### src/reply_map.vh
`ifndef REPLY_MAP_VH
`define REPLY_MAP_VH
// ****************************************************************
// register byte offsets
// ****************************************************************
`define OFS_LBA_LO    8'h00
`define OFS_LBA_HI    8'h04
`define OFS_BLK_LEN   8'h08
`define OFS_PROT      8'h0c
`define OFS_HIST_WR   8'h10
`define OFS_HIST_CLR  8'h14
`define OFS_IRQ_STAT  8'h18
`define OFS_IRQ_MASK  8'h1c
`define OFS_STATE     8'h20
// ****************************************************************
// field positions and reset values
// ****************************************************************
`define PROT_EN_BIT   0
`define PROT_TYPE_LSB 1
`define PROT_EXP_LSB  8
`define RST_BLK_LEN   32'h0000_0200
`define IRQ_DONE_BIT  0
`define IRQ_CHK_BIT   1
// ****************************************************************
// command codes and history buffer ids
// ****************************************************************
`define OP_CAP10      8'h25
`define OP_CAP16      8'h9e
`define SA_CAP16      5'h10
`define OP_RDBUF      8'h3c
`define MODE_HIST     5'h1c
`define ID_DIR_LAST   8'h03
`define ID_HIST       8'h10
`define ID_HIST_LAST  8'hef
`define ID_CLR        8'hfe
`define ID_CLR_REL    8'hff
// ****************************************************************
// reply sizes and sense codes
// ****************************************************************
`define DIR_HDR_LEN   16'd32
`define DIR_ENTRIES   16'd5
`define CAP10_LEN     16'd8
`define CAP16_LEN     16'd32
`define KEY_ILLEGAL   4'h5
`define ASC_BAD_FIELD 16'h2400
`define ASC_BAD_OP    16'h2000
`define ASC_IN_PROG   16'h0016
`endif

### src/capacity_history_reply.v
// Function
// - one directory entry per supported id
// - 32-byte header: vendor, version, length
// - entry: id, zeros, big-endian max count
// - max count is bound, fewer may exist
// - history read returns snapshot from offset
// - unsupported id gives invalid field error
// - unsupported offset gives invalid field error
// - history never exceeds reported max count
// - short capacity opcode 25h, ten bytes
// - short reply: lba then block length
// - block length excludes protection bytes
// - long capacity 9eh/10h, allocation length
// - long command handled like short one
// - long reply: lba, length, zero tail
// - byte 12 reports protection type
// - byte 13 low nibble: block exponent
// - ids 00h-03h directory, 10h-efh history; the code accepts only 10h
// - foreign nexus while snapshot: in progress
//
// Design decisions made here: the register addresses and the address-and-strobe port.
`include "reply_map.vh"
module capacity_history_reply #(
  parameter HIST_DEPTH = 64,                 // history bytes held
  parameter NEXUS_W    = 8,                  // nexus id width
  parameter VENDOR_ID  = 64'h5645_4e44_4f52_5820, // arbitrary value
  parameter VERSION    = 8'h01               // arbitrary value
) (
  input  wire               ref_clk,
  input  wire               rst_n,
  input  wire               ce,
  input  wire               cmd_valid,
  input  wire [127:0]       cmd_cdb,
  input  wire [NEXUS_W-1:0] cmd_nexus,
  output wire               cmd_ready,
  output reg                din_valid_q,
  output reg  [7:0]         din_data_q,
  output reg                din_last_q,
  input  wire               din_ready,
  output reg                done_q,
  output reg                chk_cond_q,
  output reg  [3:0]         sense_key_q,
  output reg  [15:0]        sense_asc_q,
  input  wire [7:0]         reg_addr,
  input  wire [31:0]        reg_wdata,
  input  wire               reg_wr,
  input  wire               reg_rd,
  output reg  [31:0]        reg_rdata_q,
  output wire               irq
);
  // ****************************************************************
  // state codes and reply kinds
  // ****************************************************************
  localparam ST_IDLE = 2'd0;
  localparam ST_SEND = 2'd1;
  localparam ST_END  = 2'd2;
  localparam K_CAP10 = 2'd0;
  localparam K_CAP16 = 2'd1;
  localparam K_DIR   = 2'd2;
  localparam K_HIST  = 2'd3;
  localparam [15:0] DIR_LEN = `DIR_HDR_LEN + 16'd8 * `DIR_ENTRIES;
  localparam [15:0] HIST_MAX = HIST_DEPTH[15:0];       // history cap
  localparam [15:0] DIR_LEN_M31 = DIR_LEN - 16'd31;    // length field

  // ****************************************************************
  // storage
  // ****************************************************************
  reg [63:0]        max_lba_q;     // highest logical block address
  reg [31:0]        blk_len_q;     // user bytes per block
  reg               prot_en_q;     // protection enable
  reg [2:0]         prot_type_q;   // protection type
  reg [3:0]         blk_exp_q;     // blocks per physical exponent
  reg [7:0]         hist_mem [0:HIST_DEPTH-1]; // history bytes
  reg [15:0]        hist_len_q;    // bytes held in history
  reg               snap_q;        // snapshot exists
  reg               nexus_v_q;     // history nexus established
  reg [NEXUS_W-1:0] nexus_q;       // owning nexus
  reg [1:0]         irq_stat_q;    // sticky events
  reg [1:0]         irq_mask_q;    // event enables
  reg [1:0]         state_q;       // reply sequencer
  reg [1:0]         kind_q;        // reply being built
  reg [15:0]        ofs_q;         // history start offset
  reg [15:0]        idx_q;         // next reply byte
  reg [15:0]        len_q;         // bytes to send
  reg               err_q;         // ending with check condition
  reg [15:0]        asc_q;         // pending sense code
  integer           i;

  // ****************************************************************
  // helper functions
  // ****************************************************************
  // pick one byte of the command block, byte 0 first
  function [7:0] cdb_byte;
    input [127:0] cdb;
    input [3:0]   n;
    begin
      cdb_byte = cdb[127 - 8*n -: 8];
    end
  endfunction

  // smaller of allocation and reply length
  function [15:0] clip;
    input [31:0] alloc;
    input [15:0] full;
    begin
      clip = (alloc < {16'h0000, full}) ? alloc[15:0] : full;
    end
  endfunction

  // ****************************************************************
  // command decode
  // ****************************************************************
  wire [7:0]  op     = cdb_byte(cmd_cdb, 4'd0);
  wire [7:0]  b1     = cdb_byte(cmd_cdb, 4'd1);
  wire [7:0]  buf_id = cdb_byte(cmd_cdb, 4'd2);
  wire [23:0] rb_ofs = cmd_cdb[103:80];
  wire [23:0] rb_all = cmd_cdb[79:56];
  wire [31:0] c16_all = cmd_cdb[47:16];
  wire        is_dir  = buf_id <= `ID_DIR_LAST;
  wire        is_hist = buf_id == `ID_HIST;
  wire        is_clr  = (buf_id == `ID_CLR) || (buf_id == `ID_CLR_REL);
  // ids 02h and 03h are free of the nexus constraint
  wire        unconstr = (buf_id == 8'h02) || (buf_id == 8'h03);
  wire        foreign  = nexus_v_q && (cmd_nexus != nexus_q);
  wire        take     = ce && cmd_valid && (state_q == ST_IDLE);
  assign cmd_ready = (state_q == ST_IDLE);

  // ****************************************************************
  // reply byte builder
  // ****************************************************************
  reg  [7:0]  rb;                  // byte at idx_q
  reg  [15:0] rel;                 // offset into directory list
  reg  [7:0]  ent_id;              // id of directory entry
  reg  [31:0] ent_max;             // max count of that entry
  wire [31:0] lba10 = (|max_lba_q[63:32]) ? 32'hffff_ffff : max_lba_q[31:0];
  wire [15:0] hidx  = ofs_q + idx_q;
  always @* begin
    rb      = 8'h00;
    rel     = idx_q - `DIR_HDR_LEN;
    ent_id  = 8'h00;
    ent_max = 32'h0;
    case (kind_q)
      K_CAP10: begin
        if (idx_q < 16'd4) begin
          rb = lba10[31 - 8*idx_q[1:0] -: 8];
        end else begin
          rb = blk_len_q[31 - 8*idx_q[1:0] -: 8];
        end
      end
      K_CAP16: begin
        if (idx_q < 16'd8) begin
          rb = max_lba_q[63 - 8*idx_q[2:0] -: 8];
        end else if (idx_q < 16'd12) begin
          rb = blk_len_q[31 - 8*idx_q[1:0] -: 8];
        end else if (idx_q == 16'd12) begin
          rb = {4'h0, prot_type_q, prot_en_q};
        end else if (idx_q == 16'd13) begin
          rb = {4'h0, blk_exp_q};
        end
      end
      K_DIR: begin
        if (idx_q < 16'd8) begin
          rb = VENDOR_ID[63 - 8*idx_q[2:0] -: 8];
        end else if (idx_q == 16'd8) begin
          rb = VERSION;
        end else if (idx_q == 16'd9) begin
          rb = 8'h01;              // history_clear_supported
        end else if (idx_q[15:1] == 15'd15) begin
          // length field, bytes 30 and 31
          rb = idx_q[0] ? DIR_LEN_M31[7:0] : DIR_LEN_M31[15:8];
        end else if (idx_q >= `DIR_HDR_LEN) begin
          if (rel[15:3] < 13'd4) begin
            ent_id  = {5'h00, rel[5:3]};
            ent_max = {16'h0, DIR_LEN};
          end else begin
            ent_id  = `ID_HIST;
            // bound only; fewer may be held
            ent_max = {16'h0, HIST_MAX};
          end
          if (rel[2:0] == 3'd0) begin
            rb = ent_id;
          end else if (rel[2]) begin
            rb = ent_max[31 - 8*rel[1:0] -: 8];
          end
        end
      end
      default: begin
        rb = hist_mem[hidx[5:0]];
      end
    endcase
  end

  // ****************************************************************
  // command acceptance and reply sequencer
  // ****************************************************************
  always @(posedge ref_clk or negedge rst_n) begin
    if (!rst_n) begin
      state_q     <= ST_IDLE;
      kind_q      <= K_CAP10;
      ofs_q       <= 16'h0;
      idx_q       <= 16'h0;
      len_q       <= 16'h0;
      err_q       <= 1'b0;
      asc_q       <= 16'h0;
      snap_q      <= 1'b0;
      nexus_v_q   <= 1'b0;
      nexus_q     <= {NEXUS_W{1'b0}};
      din_valid_q <= 1'b0;
      din_data_q  <= 8'h00;
      din_last_q  <= 1'b0;
      done_q      <= 1'b0;
      chk_cond_q  <= 1'b0;
      sense_key_q <= 4'h0;
      sense_asc_q <= 16'h0;
    end else if (ce) begin
      done_q <= 1'b0;
      case (state_q)
        ST_IDLE: begin
          if (take) begin
            idx_q   <= 16'h0;
            err_q   <= 1'b0;
            state_q <= ST_SEND;
            if (op == `OP_CAP10) begin
              kind_q <= K_CAP10;
              len_q  <= `CAP10_LEN;
            end else if (op == `OP_CAP16 && b1[4:0] == `SA_CAP16) begin
              kind_q <= K_CAP16;
              len_q  <= clip(c16_all, `CAP16_LEN);
            end else if (op == `OP_RDBUF && b1[4:0] == `MODE_HIST) begin
              len_q <= 16'h0;
              if (!unconstr && foreign && snap_q) begin
                err_q <= 1'b1;
                asc_q <= `ASC_IN_PROG;
              // directory ids, offset must be zero
              end else if (is_dir) begin
                if (rb_ofs != 24'h0) begin
                  err_q <= 1'b1;
                  asc_q <= `ASC_BAD_FIELD;
                end else begin
                  kind_q <= K_DIR;
                  len_q  <= clip({8'h00, rb_all}, DIR_LEN);
                  snap_q <= snap_q | buf_id[0]; // 01h, 03h freeze
                  if (buf_id[1]) begin
                    nexus_v_q <= 1'b1;
                    nexus_q   <= cmd_nexus;
                  end
                end
              end else if (is_hist) begin
                // offset past held data or above ffffh
                if (rb_ofs > {8'h00, hist_len_q} ||
                    rb_ofs[23:16] != 8'h00) begin
                  err_q <= 1'b1;
                  asc_q <= `ASC_BAD_FIELD;
                end else begin
                  kind_q <= K_HIST;
                  ofs_q  <= rb_ofs[15:0];
                  len_q  <= clip({8'h00, rb_all},
                                 hist_len_q - rb_ofs[15:0]);
                end
              end else if (is_clr) begin
                nexus_v_q <= 1'b0;
                snap_q <= snap_q & ~buf_id[0]; // ffh releases snapshot
              end else begin
                err_q <= 1'b1;
                asc_q <= `ASC_BAD_FIELD;
              end
            end else begin
              len_q <= 16'h0;
              err_q <= 1'b1;
              asc_q <= `ASC_BAD_OP;
            end
          end
        end
        ST_SEND: begin
          // load next byte when slot free
          if (!din_valid_q || din_ready) begin
            if (idx_q < len_q && !err_q) begin
              din_valid_q <= 1'b1;
              din_data_q  <= rb;
              din_last_q  <= (idx_q == len_q - 16'd1);
              idx_q       <= idx_q + 16'd1;
            end else begin
              din_valid_q <= 1'b0;
              din_last_q  <= 1'b0;
              state_q     <= ST_END;
            end
          end
        end
        ST_END: begin
          // one-cycle status report
          done_q      <= 1'b1;
          chk_cond_q  <= err_q;
          sense_key_q <= err_q ? `KEY_ILLEGAL : 4'h0;
          sense_asc_q <= err_q ? asc_q : 16'h0;
          state_q     <= ST_IDLE;
        end
        default: state_q <= ST_IDLE; // stray code back to idle
      endcase
    end
  end

  // ****************************************************************
  // register writes and history store
  // ****************************************************************
  // no append past reported max, none while frozen
  wire hist_ok = !snap_q && hist_len_q < HIST_MAX;
  always @(posedge ref_clk or negedge rst_n) begin
    if (!rst_n) begin
      max_lba_q   <= 64'h0;
      blk_len_q   <= `RST_BLK_LEN;
      prot_en_q   <= 1'b0;
      prot_type_q <= 3'h0;
      blk_exp_q   <= 4'h0;
      hist_len_q  <= 16'h0;
      irq_mask_q  <= 2'h0;
      for (i = 0; i < HIST_DEPTH; i = i + 1) begin
        hist_mem[i] <= 8'h00;
      end
    end else if (ce && reg_wr) begin
      case (reg_addr)
        `OFS_LBA_LO:  max_lba_q[31:0]  <= reg_wdata;
        `OFS_LBA_HI:  max_lba_q[63:32] <= reg_wdata;
        `OFS_BLK_LEN: blk_len_q        <= reg_wdata;
        `OFS_PROT: begin
          prot_en_q   <= reg_wdata[`PROT_EN_BIT];
          prot_type_q <= reg_wdata[`PROT_TYPE_LSB +: 3];
          blk_exp_q   <= reg_wdata[`PROT_EXP_LSB +: 4];
        end
        `OFS_HIST_WR: begin
          if (hist_ok) begin
            hist_mem[hist_len_q[5:0]] <= reg_wdata[7:0];
            hist_len_q <= hist_len_q + 16'd1;
          end
        end
        `OFS_HIST_CLR: begin
          if (!snap_q) begin
            hist_len_q <= 16'h0;
          end
        end
        `OFS_IRQ_MASK: irq_mask_q <= reg_wdata[1:0];
        default: begin end // 18h is write-one-to-clear below; other offsets hold nothing writable
      endcase
    end
  end

  // ****************************************************************
  // interrupt status, set wins over clear
  // ****************************************************************
  wire [1:0] ev  = {done_q & chk_cond_q, done_q};
  wire [1:0] w1c = (reg_wr && reg_addr == `OFS_IRQ_STAT) ?
                   reg_wdata[1:0] : 2'h0;
  always @(posedge ref_clk or negedge rst_n) begin
    if (!rst_n) begin
      irq_stat_q <= 2'h0;
    end else if (ce) begin
      irq_stat_q <= (irq_stat_q & ~w1c) | ev;
    end
  end
  assign irq = |(irq_stat_q & irq_mask_q);

  // ****************************************************************
  // register reads, data in the following cycle
  // ****************************************************************
  always @(posedge ref_clk or negedge rst_n) begin
    if (!rst_n) begin
      reg_rdata_q <= 32'h0;
    end else if (ce) begin
      reg_rdata_q <= 32'h0;
      if (reg_rd) begin
        case (reg_addr)
          `OFS_LBA_LO:   reg_rdata_q <= max_lba_q[31:0];
          `OFS_LBA_HI:   reg_rdata_q <= max_lba_q[63:32];
          `OFS_BLK_LEN:  reg_rdata_q <= blk_len_q;
          `OFS_PROT:     reg_rdata_q <= {20'h0, blk_exp_q, 4'h0,
                                         prot_type_q, prot_en_q};
          `OFS_IRQ_STAT: reg_rdata_q <= {30'h0, irq_stat_q};
          `OFS_IRQ_MASK: reg_rdata_q <= {30'h0, irq_mask_q};
          `OFS_STATE:    reg_rdata_q <= {hist_len_q, 6'h0, nexus_v_q,
                                         snap_q, nexus_q};
          default:       reg_rdata_q <= 32'h0;
        endcase
      end
    end
  end
endmodule

### config.mk
export PLATFORM = sky130hd
export DESIGN_NAME = capacity_history_reply
export DESIGN_NICKNAME = d
export VERILOG_FILES = /design/src/capacity_history_reply.v
export VERILOG_INCLUDE_DIRS = /design/src
export SDC_FILE = /design/constraint.sdc
export NUM_CORES = 1
export LEC_CHECK = 0
export BUFFER_PORTS_ARGS = -buffer_cell sky130_fd_sc_hd__buf_2
export CAP_MARGIN = 20
export CELL_PAD_IN_SITES_DETAIL_PLACEMENT = 0
export CELL_PAD_IN_SITES_GLOBAL_PLACEMENT = 1
export CORE_MARGIN = 1.5
export CORE_UTILIZATION = 50
export DETAILED_ROUTE_END_ITERATION = 12
export HOLD_SLACK_MARGIN = 0.12
export PLACE_DENSITY_LB_ADDON = 0.15
export SLEW_MARGIN = 25
export SYNTH_ARGS = -nofsm -noshare
export SYNTH_HDL_FRONTEND = slang
export SYNTH_SLANG_ARGS = --single-unit
### constraint.sdc
create_clock -name ref_clk -period 5.02 [get_ports ref_clk]
set_input_delay 0.251 -clock ref_clk [delete_from_list [all_inputs] [get_ports ref_clk]]
set_output_delay 0.251 -clock ref_clk [all_outputs]
set_load 0.1 [all_outputs]
[Word-level counts from Yosys, hierarchy flattened]
Cells that the tools add are included.
Storage, ports and cells
  register bits after elaboration: 769
  latch bits: 0
  bits in writable memories: 0
  memory bits (read-only): 0
  input bits: 183
  output and inout bits: 66
  word-level logic and storage cells: 324
  memories: 0
Operators by class
  add/sub/neg operators: 9
  multipliers: 0
  div/mod/pow operators: 0
  $lt $le $gt $ge: 15
  eq/ne operators: 44
  shift operators: 5
  multiplexer cells: 92
  bitwise gates (word level): 16
  reduce and logical (&&, ||, !) cells: 52
Operators by type and width (count)
  $bwmux 512: 1
  $mux 16: 24
  $mux 32: 8
  $pmux 32 s7: 1
  $shiftx 39x33->8: 3
  $mux 8: 13
  $shiftx 71x33->8: 1
  $shiftx 71x33->8 const A: 1
  $eq 16x4->1 const B: 4
  $pmux 16 s2: 2
  $bmux 8 s6: 1
  $demux 8 s6: 1
  $eq 8x5->1 const B: 5
  $add 16x1->16 const B: 2
  $lt 16x4->1 const B: 2
  $lt 32x6->1 const B: 1
  $reduce_or 32->1: 1
  $reduce_and 10->1: 3
  $eq 8x6->1 const B: 3
  $eq 8x8->1 const B: 3
  $gt 24x16->1: 1
  $lt 24x16->1: 1
  $lt 24x7->1 const B: 1
  $mux 2: 12
  62 further kinds: 138

[Longest topological paths before layout]
  depth after elaboration: 18
  mapped depth: 18
  gate-level depth less buffers: 17

[Least setup slack after synthesis]
OpenSTA, ideal clock, no wires.
  path kind: register to register
  start point: register hist_len_q[0]
  end point: register len_q[0]
  setup time: 0.131 ns
  data arrival time: 4.033 ns
  required time: 4.889 ns
  setup slack: 0.855 ns
  cell stages (with the launch flop): 19
  path buffers: 1
  clock period less this slack: 4.165 ns
  path through: dfrtp_1 inv_2 ha_1 fa_1 nor2b_1 o31a_1 o311a_1 o41ai_1 nor3_1 and4b_1 ha_1 a21oi_1 a21boi_0 a2111oi_0 o31a_1 clkbuf_1 nor3_1 a21oi_1 o211ai_1
On the way
  cells in the longest elaborated chain, start to end: 10
  elaborated cells on any way between the ends: 12
  classes of those cells: 1 x add/sub; 2 x order compare; 8 x mux; 1 x reduce/logical
RTL lines
  start, declared: RTL line capacity_history_reply.v:74  | reg [15:0] hist_len_q;
  start signal, assigned: RTL line capacity_history_reply.v:332  | hist_len_q <= hist_len_q + 16'd1;
  $sub 16x16->16: RTL line capacity_history_reply.v:258  | hist_len_q - rb_ofs[15:0]);
  $lt 24x16->1: RTL line capacity_history_reply.v:106  | clip = (alloc < {16'h0000, full}) ? alloc[15:0] : full;
  $mux 16: RTL line capacity_history_reply.v:106
  $mux 16 (*): RTL line capacity_history_reply.v:250  | if (rb_ofs > {8'h00, hist_len_q} ||
  $mux 16 (*): RTL line capacity_history_reply.v:248  | end else if (is_hist) begin
  $mux 16 (*): RTL line capacity_history_reply.v:235  | end else if (is_dir) begin
  $mux 16 (*): RTL line capacity_history_reply.v:231  | if (!unconstr && foreign && snap_q) begin
  $mux 16 (*): RTL line capacity_history_reply.v:229  | end else if (op == `OP_RDBUF && b1[4:0] == `MODE_HIST) begin
  $mux 16 (*): RTL line capacity_history_reply.v:226  | end else if (op == `OP_CAP16 && b1[4:0] == `SA_CAP16) begin
  $mux 16 (*): RTL line capacity_history_reply.v:223  | if (op == `OP_CAP10) begin
  end signal, assigned: RTL line capacity_history_reply.v:225  | len_q <= `CAP10_LEN;
  end signal, assigned: RTL line capacity_history_reply.v:228  | len_q <= clip(c16_all, `CAP16_LEN);
  end signal, assigned: RTL line capacity_history_reply.v:241  | len_q <= clip({8'h00, rb_all}, DIR_LEN);
  end, declared: RTL line capacity_history_reply.v:84  | reg [15:0] len_q;
Mark *: on every way between the ends. The rest lies on a longest branch, timed or not.
A chain may end at the register's enable or synchronous reset.

[Final worst setup path]
  start point: register hist_len_q[0]
  end point: register len_q[7]
The elaborated chain is that of the path after synthesis.

==> key figures <==
Place
  • Placed insts: 4070
  • DP Worst Slack: around 0.47 ns
  • Port bufs: 208
  • Post-detail-place hpwl: ~76000 um
  • Placer congestion estimate: 0.950

Pwr
  • Pleak: 20.6 nW
  • Peak VDD IR: 0.307 mV
  • Power Total: 0.0148 W
  • PD cells: 340 nW/um^2

Global routing
  • Total gr overflow: 0
  • GRT Resource Usage Total: 29.3%
  • Vias in the first global route: 28.0k
  • Largest net degree at the start of global routing: 148
  • Antenna violations before repair: 1
  • Wire length of the first global-routing pass: 173000 um

Finish
  • Multi-input logic area: around 18000 um^2
  • Register Area: ~18000 um^2
  • Fillcell total: 6071
  • Area grow syn2layout: 14.7%
  • Fraction of layout cells with a size suffix above 1: 38.4%
  • Final Non-Filler Cells: 4284
  • Commonest non-fill, non-tap cells in the layout: 737 x dfrtp_1, 626 x mux2_2, 217 x nand2_1
  • Commonest non-fill, non-tap cell in the layout: dfrtp_1
  • Final #Nets: 3514

Route
  • Routed wire length: around 110000 um
  • Post-DRT Antenna Nets: 0
  • DRT Pass-1 Iters: 6
  • DRC Markers: 0
  • Via density: 6.24
  • DRT iter0 DRCs: 2439
  • WL per Instance: 26.1 um
  • Via count: 26.7k

Setup path
  • Endpoint class of the critical path: register
  • R2r setup slk: roughly 0.38 ns
  • Data arrival, critical path: 5.14 ns
  • CP max FO: 9
  • FF-to-FF path depth: 19
  • Worst EP required: 5.53 ns
  • Critical path class: reg2reg
  • Crit path launch type: register
  • Worst R2R End: len_q[7]$_DFFE_PN0P_
  • Reg2reg start: hist_len_q[0]$_DFFE_PN0P_

Die
  • IO Pins: 249
  • Die X: between 200 and 300 um
  • Initial Utilization: 50.7%
  • Core box area: roughly 75000 um^2
  • Num rows: 100
  • Die Area: 77400 um^2
  • Die height: 278 um

CTS
  • PostCTS Resize Cnt: 0
  • Clock Latency Late Sink: 0.65 ns
  • CTS Sinks: 739
  • CTS tree: done
  • Reg clk slew, reported paths: 0.06 ns
  • Count of hold-fix buffers inserted at cts: 65
  • Setup Fix Bufs, Post-CTS: 0
  • Cts bufs inserted: 82
  • Clock Tree Buf Depth: 3
  • Root buf cell: clkbuf_16
  • H-tree depth: 3

Timing
  • Min Clock Period, post-route: 4.64 ns
  • Max Clock Freq: 216 MHz
  • Clock skew: 0.0302 ns
  • PnR worst setup slack: 0.383 ns
  • Final setup vio count: 0
  • Final Max Tran Viols: 0
  • Slew margin rel.: ~23%
  • Measured slew at the worst slew-check pin: 1.14 ns
  • RSZ-0062 raised after global routing: no
  • Hold Slack: 0.163 ns
  • Setup TNS: 0 ns
  • Period utilisation layout: just over 90%
  • Hold Violations, Final: 0

Min path
  • Hold Crit Class: in2reg
  • Hold Path Origin: reg_wr
  • Worst hold path cell count: 4
  • Worst Hold Path EP: hist_len_q[1]$_DFFE_PN0P_

Yosys
  • Post-synthesis register bit count: 739
  • Cells after Synth: 2997
  • Synth top area share: 48.8%
  • Most area-consuming cells after synthesis: dfrtp_1 49%, mux2_2 19%, mux4_2 9.0%
  • Synth Cell Area: roughly 38000 um^2
  • YS warnings: 0
  • Post-synth ARST share: 100%
  • Syn avg cell area: 12.6 um^2
  • Post-synth EDFFs: 0
  • Post-synthesis sequential area ratio: 48.8%
  • Netlist cell types: 82
  • Leading area contributor after synthesis: dfrtp_1
  • Primary FF master, synth: dfrtp_1

Outcome
  • Outcome: finished clean

Job
  • Number of max-cap violations: 0
==> final cells by class <==
type / instances / share of cell area, %
Inverter: 103 / 0.890
Clock buffer: 118 / 5.38
Timing Repair Buffer: 353 / 5.56
Tap cell: 969 / 2.79
Clock inverter: 30 / 0.708
Sequential cell: 739 / 42.6
Multi-Input combinational cell: 1971 / 42.1
Antenna cell: 1 / 0.00576
==> synth_stat cells, types with 10 or more instances <==
| cell | n |
|---|---|
| a2111oi_0 | 15 |
| a21boi_0 | 27 |
| a21o_1 | 13 |
| a21oi_1 | 69 |
| a222oi_1 | 34 |
| a31oi_1 | 27 |
| and2_0 | 12 |
| and2_1 | 11 |
| and3_1 | 28 |
| buf_1 | 22 |
| buf_4 | 19 |
| clkbuf_1 | 146 |
| dfrtp_1 | 738 |
| ha_1 | 79 |
| inv_1 | 97 |
| mux2_2 | 626 |
| mux2i_1 | 15 |
| mux4_2 | 152 |
| nand2_1 | 218 |
| nand2_2 | 40 |
| nand2b_1 | 10 |
| nand3_1 | 55 |
| nand4_1 | 30 |
| nor2_1 | 79 |
| nor2b_1 | 15 |
| nor3_1 | 46 |
| nor4_1 | 38 |
| o211ai_1 | 10 |
| o21a_1 | 12 |
| o21ai_0 | 62 |
| o22ai_1 | 42 |
| xnor2_1 | 28 |
| xor2_1 | 30 |
==> per-stage QoR <==
| stage | instance area (um^2) | utilization, % |
|---|---|---|
| 2_1_floorplan | 37900 | - |
| 3_3_place_gp | 40200 | 53.8 |
| 3_5_place_dp | 40200 | 53.8 |
| 4_1_cts | 43400 | 58.2 |
| 5_1_grt | 43400 | 58.2 |
| 6_report | 43500 | 58.2 |
==> flip-flops by register name, summed over array words and instances (netlist names), 2 cells and up, named ones only <==
signal	count
prot_type_q	3
ofs_q	6
hist_len_q	16
len_q	16
max_lba_q	64
irq_mask_q	2
reg_rdata_q	32
state_q	2
hist_mem	512
kind_q	2
blk_len_q	32
idx_q	16
blk_exp_q	4
asc_q	3
sense_asc_q	3
irq_stat_q	2
nexus_q	8
din_data_q	8
==> metal layers <==
| layer | GRT usage, % | vias to the layer above | share of wire, % |
|---|---|---|---|
| li1 | - | 11649 | - |
| met3 | 4.34 | 201 | 5.4 |
| met4 | 10.1 | 2 | 3.4 |
| met1 | 39.2 | 14023 | 42 |
| met2 | 49.1 | 858 | 49 |
| met5 | 0 | - | 0.011 |
==> power by group <==
group | internal, W | total, W | switching (W)
registers | 0.00606 | 0.00620 | 0.000140
clock network | 0.00337 | 0.00588 | 0.00251
logic | 0.000863 | 0.00267 | 0.00181
total | 0.0103 | 0.0148 | 0.00446
==> worst max-delay path by stage <==
stage / cells past startpoint / slack, ns / start / end
after floorplan: 18 / 0.86 / hist_len_q[0]$_DFFE_PN0P_ / len_q[0]$_DFFE_PN0P_
after global placement: 19 / 0.46 / hist_len_q[0]$_DFFE_PN0P_ / len_q[7]$_DFFE_PN0P_
after detailed placement: 19 / 0.47 / hist_len_q[0]$_DFFE_PN0P_ / len_q[7]$_DFFE_PN0P_
after CTS: 19 / 0.43 / hist_len_q[0]$_DFFE_PN0P_ / len_q[7]$_DFFE_PN0P_
after global routing: 19 / 0.12 / hist_len_q[0]$_DFFE_PN0P_ / len_q[7]$_DFFE_PN0P_
final: 19 / 0.38 / hist_len_q[0]$_DFFE_PN0P_ / len_q[7]$_DFFE_PN0P_
==> critical path: stages (launching register included) <==
cell and delay [ns]:
dfrtp_1 0.39, inv_2 0.18, ha_1 0.23, fa_1 0.23, nor2b_1 0.07, o31a_1 0.28
o311a_1 0.33, o41ai_1 0.34, buf_4 0.18, nor3_1 0.05, and4b_1 0.29, ha_1 0.26
a21oi_1 0.15, a21boi_0 0.10, a2111oi_0 0.43, o31a_1 0.46, buf_4 0.23, nor2_1 0.05
a21oi_1 0.17, o22ai_1 0.09
==> cells by family (layout without fill, tap and decap cells) <==
group / after synthesis / in the layout / share of synthesized area, %
and+or+nand+nor: 637 / 637 / 8.70
AOI/OAI and AO/OA: 387 / 387 / 7.10
muxes: 795 / 795 / 28.1
DFF: 739 / 739 / 48.8
buffers and inverters: 299 / 604 / 3.18
adders and majority gates: 81 / 81 / 2.72
xor gates and xnor gates: 58 / 58 / 1.34
other: 1 / 14 / 0.00990
Note: power is estimated with default switching activity, not from simulation.
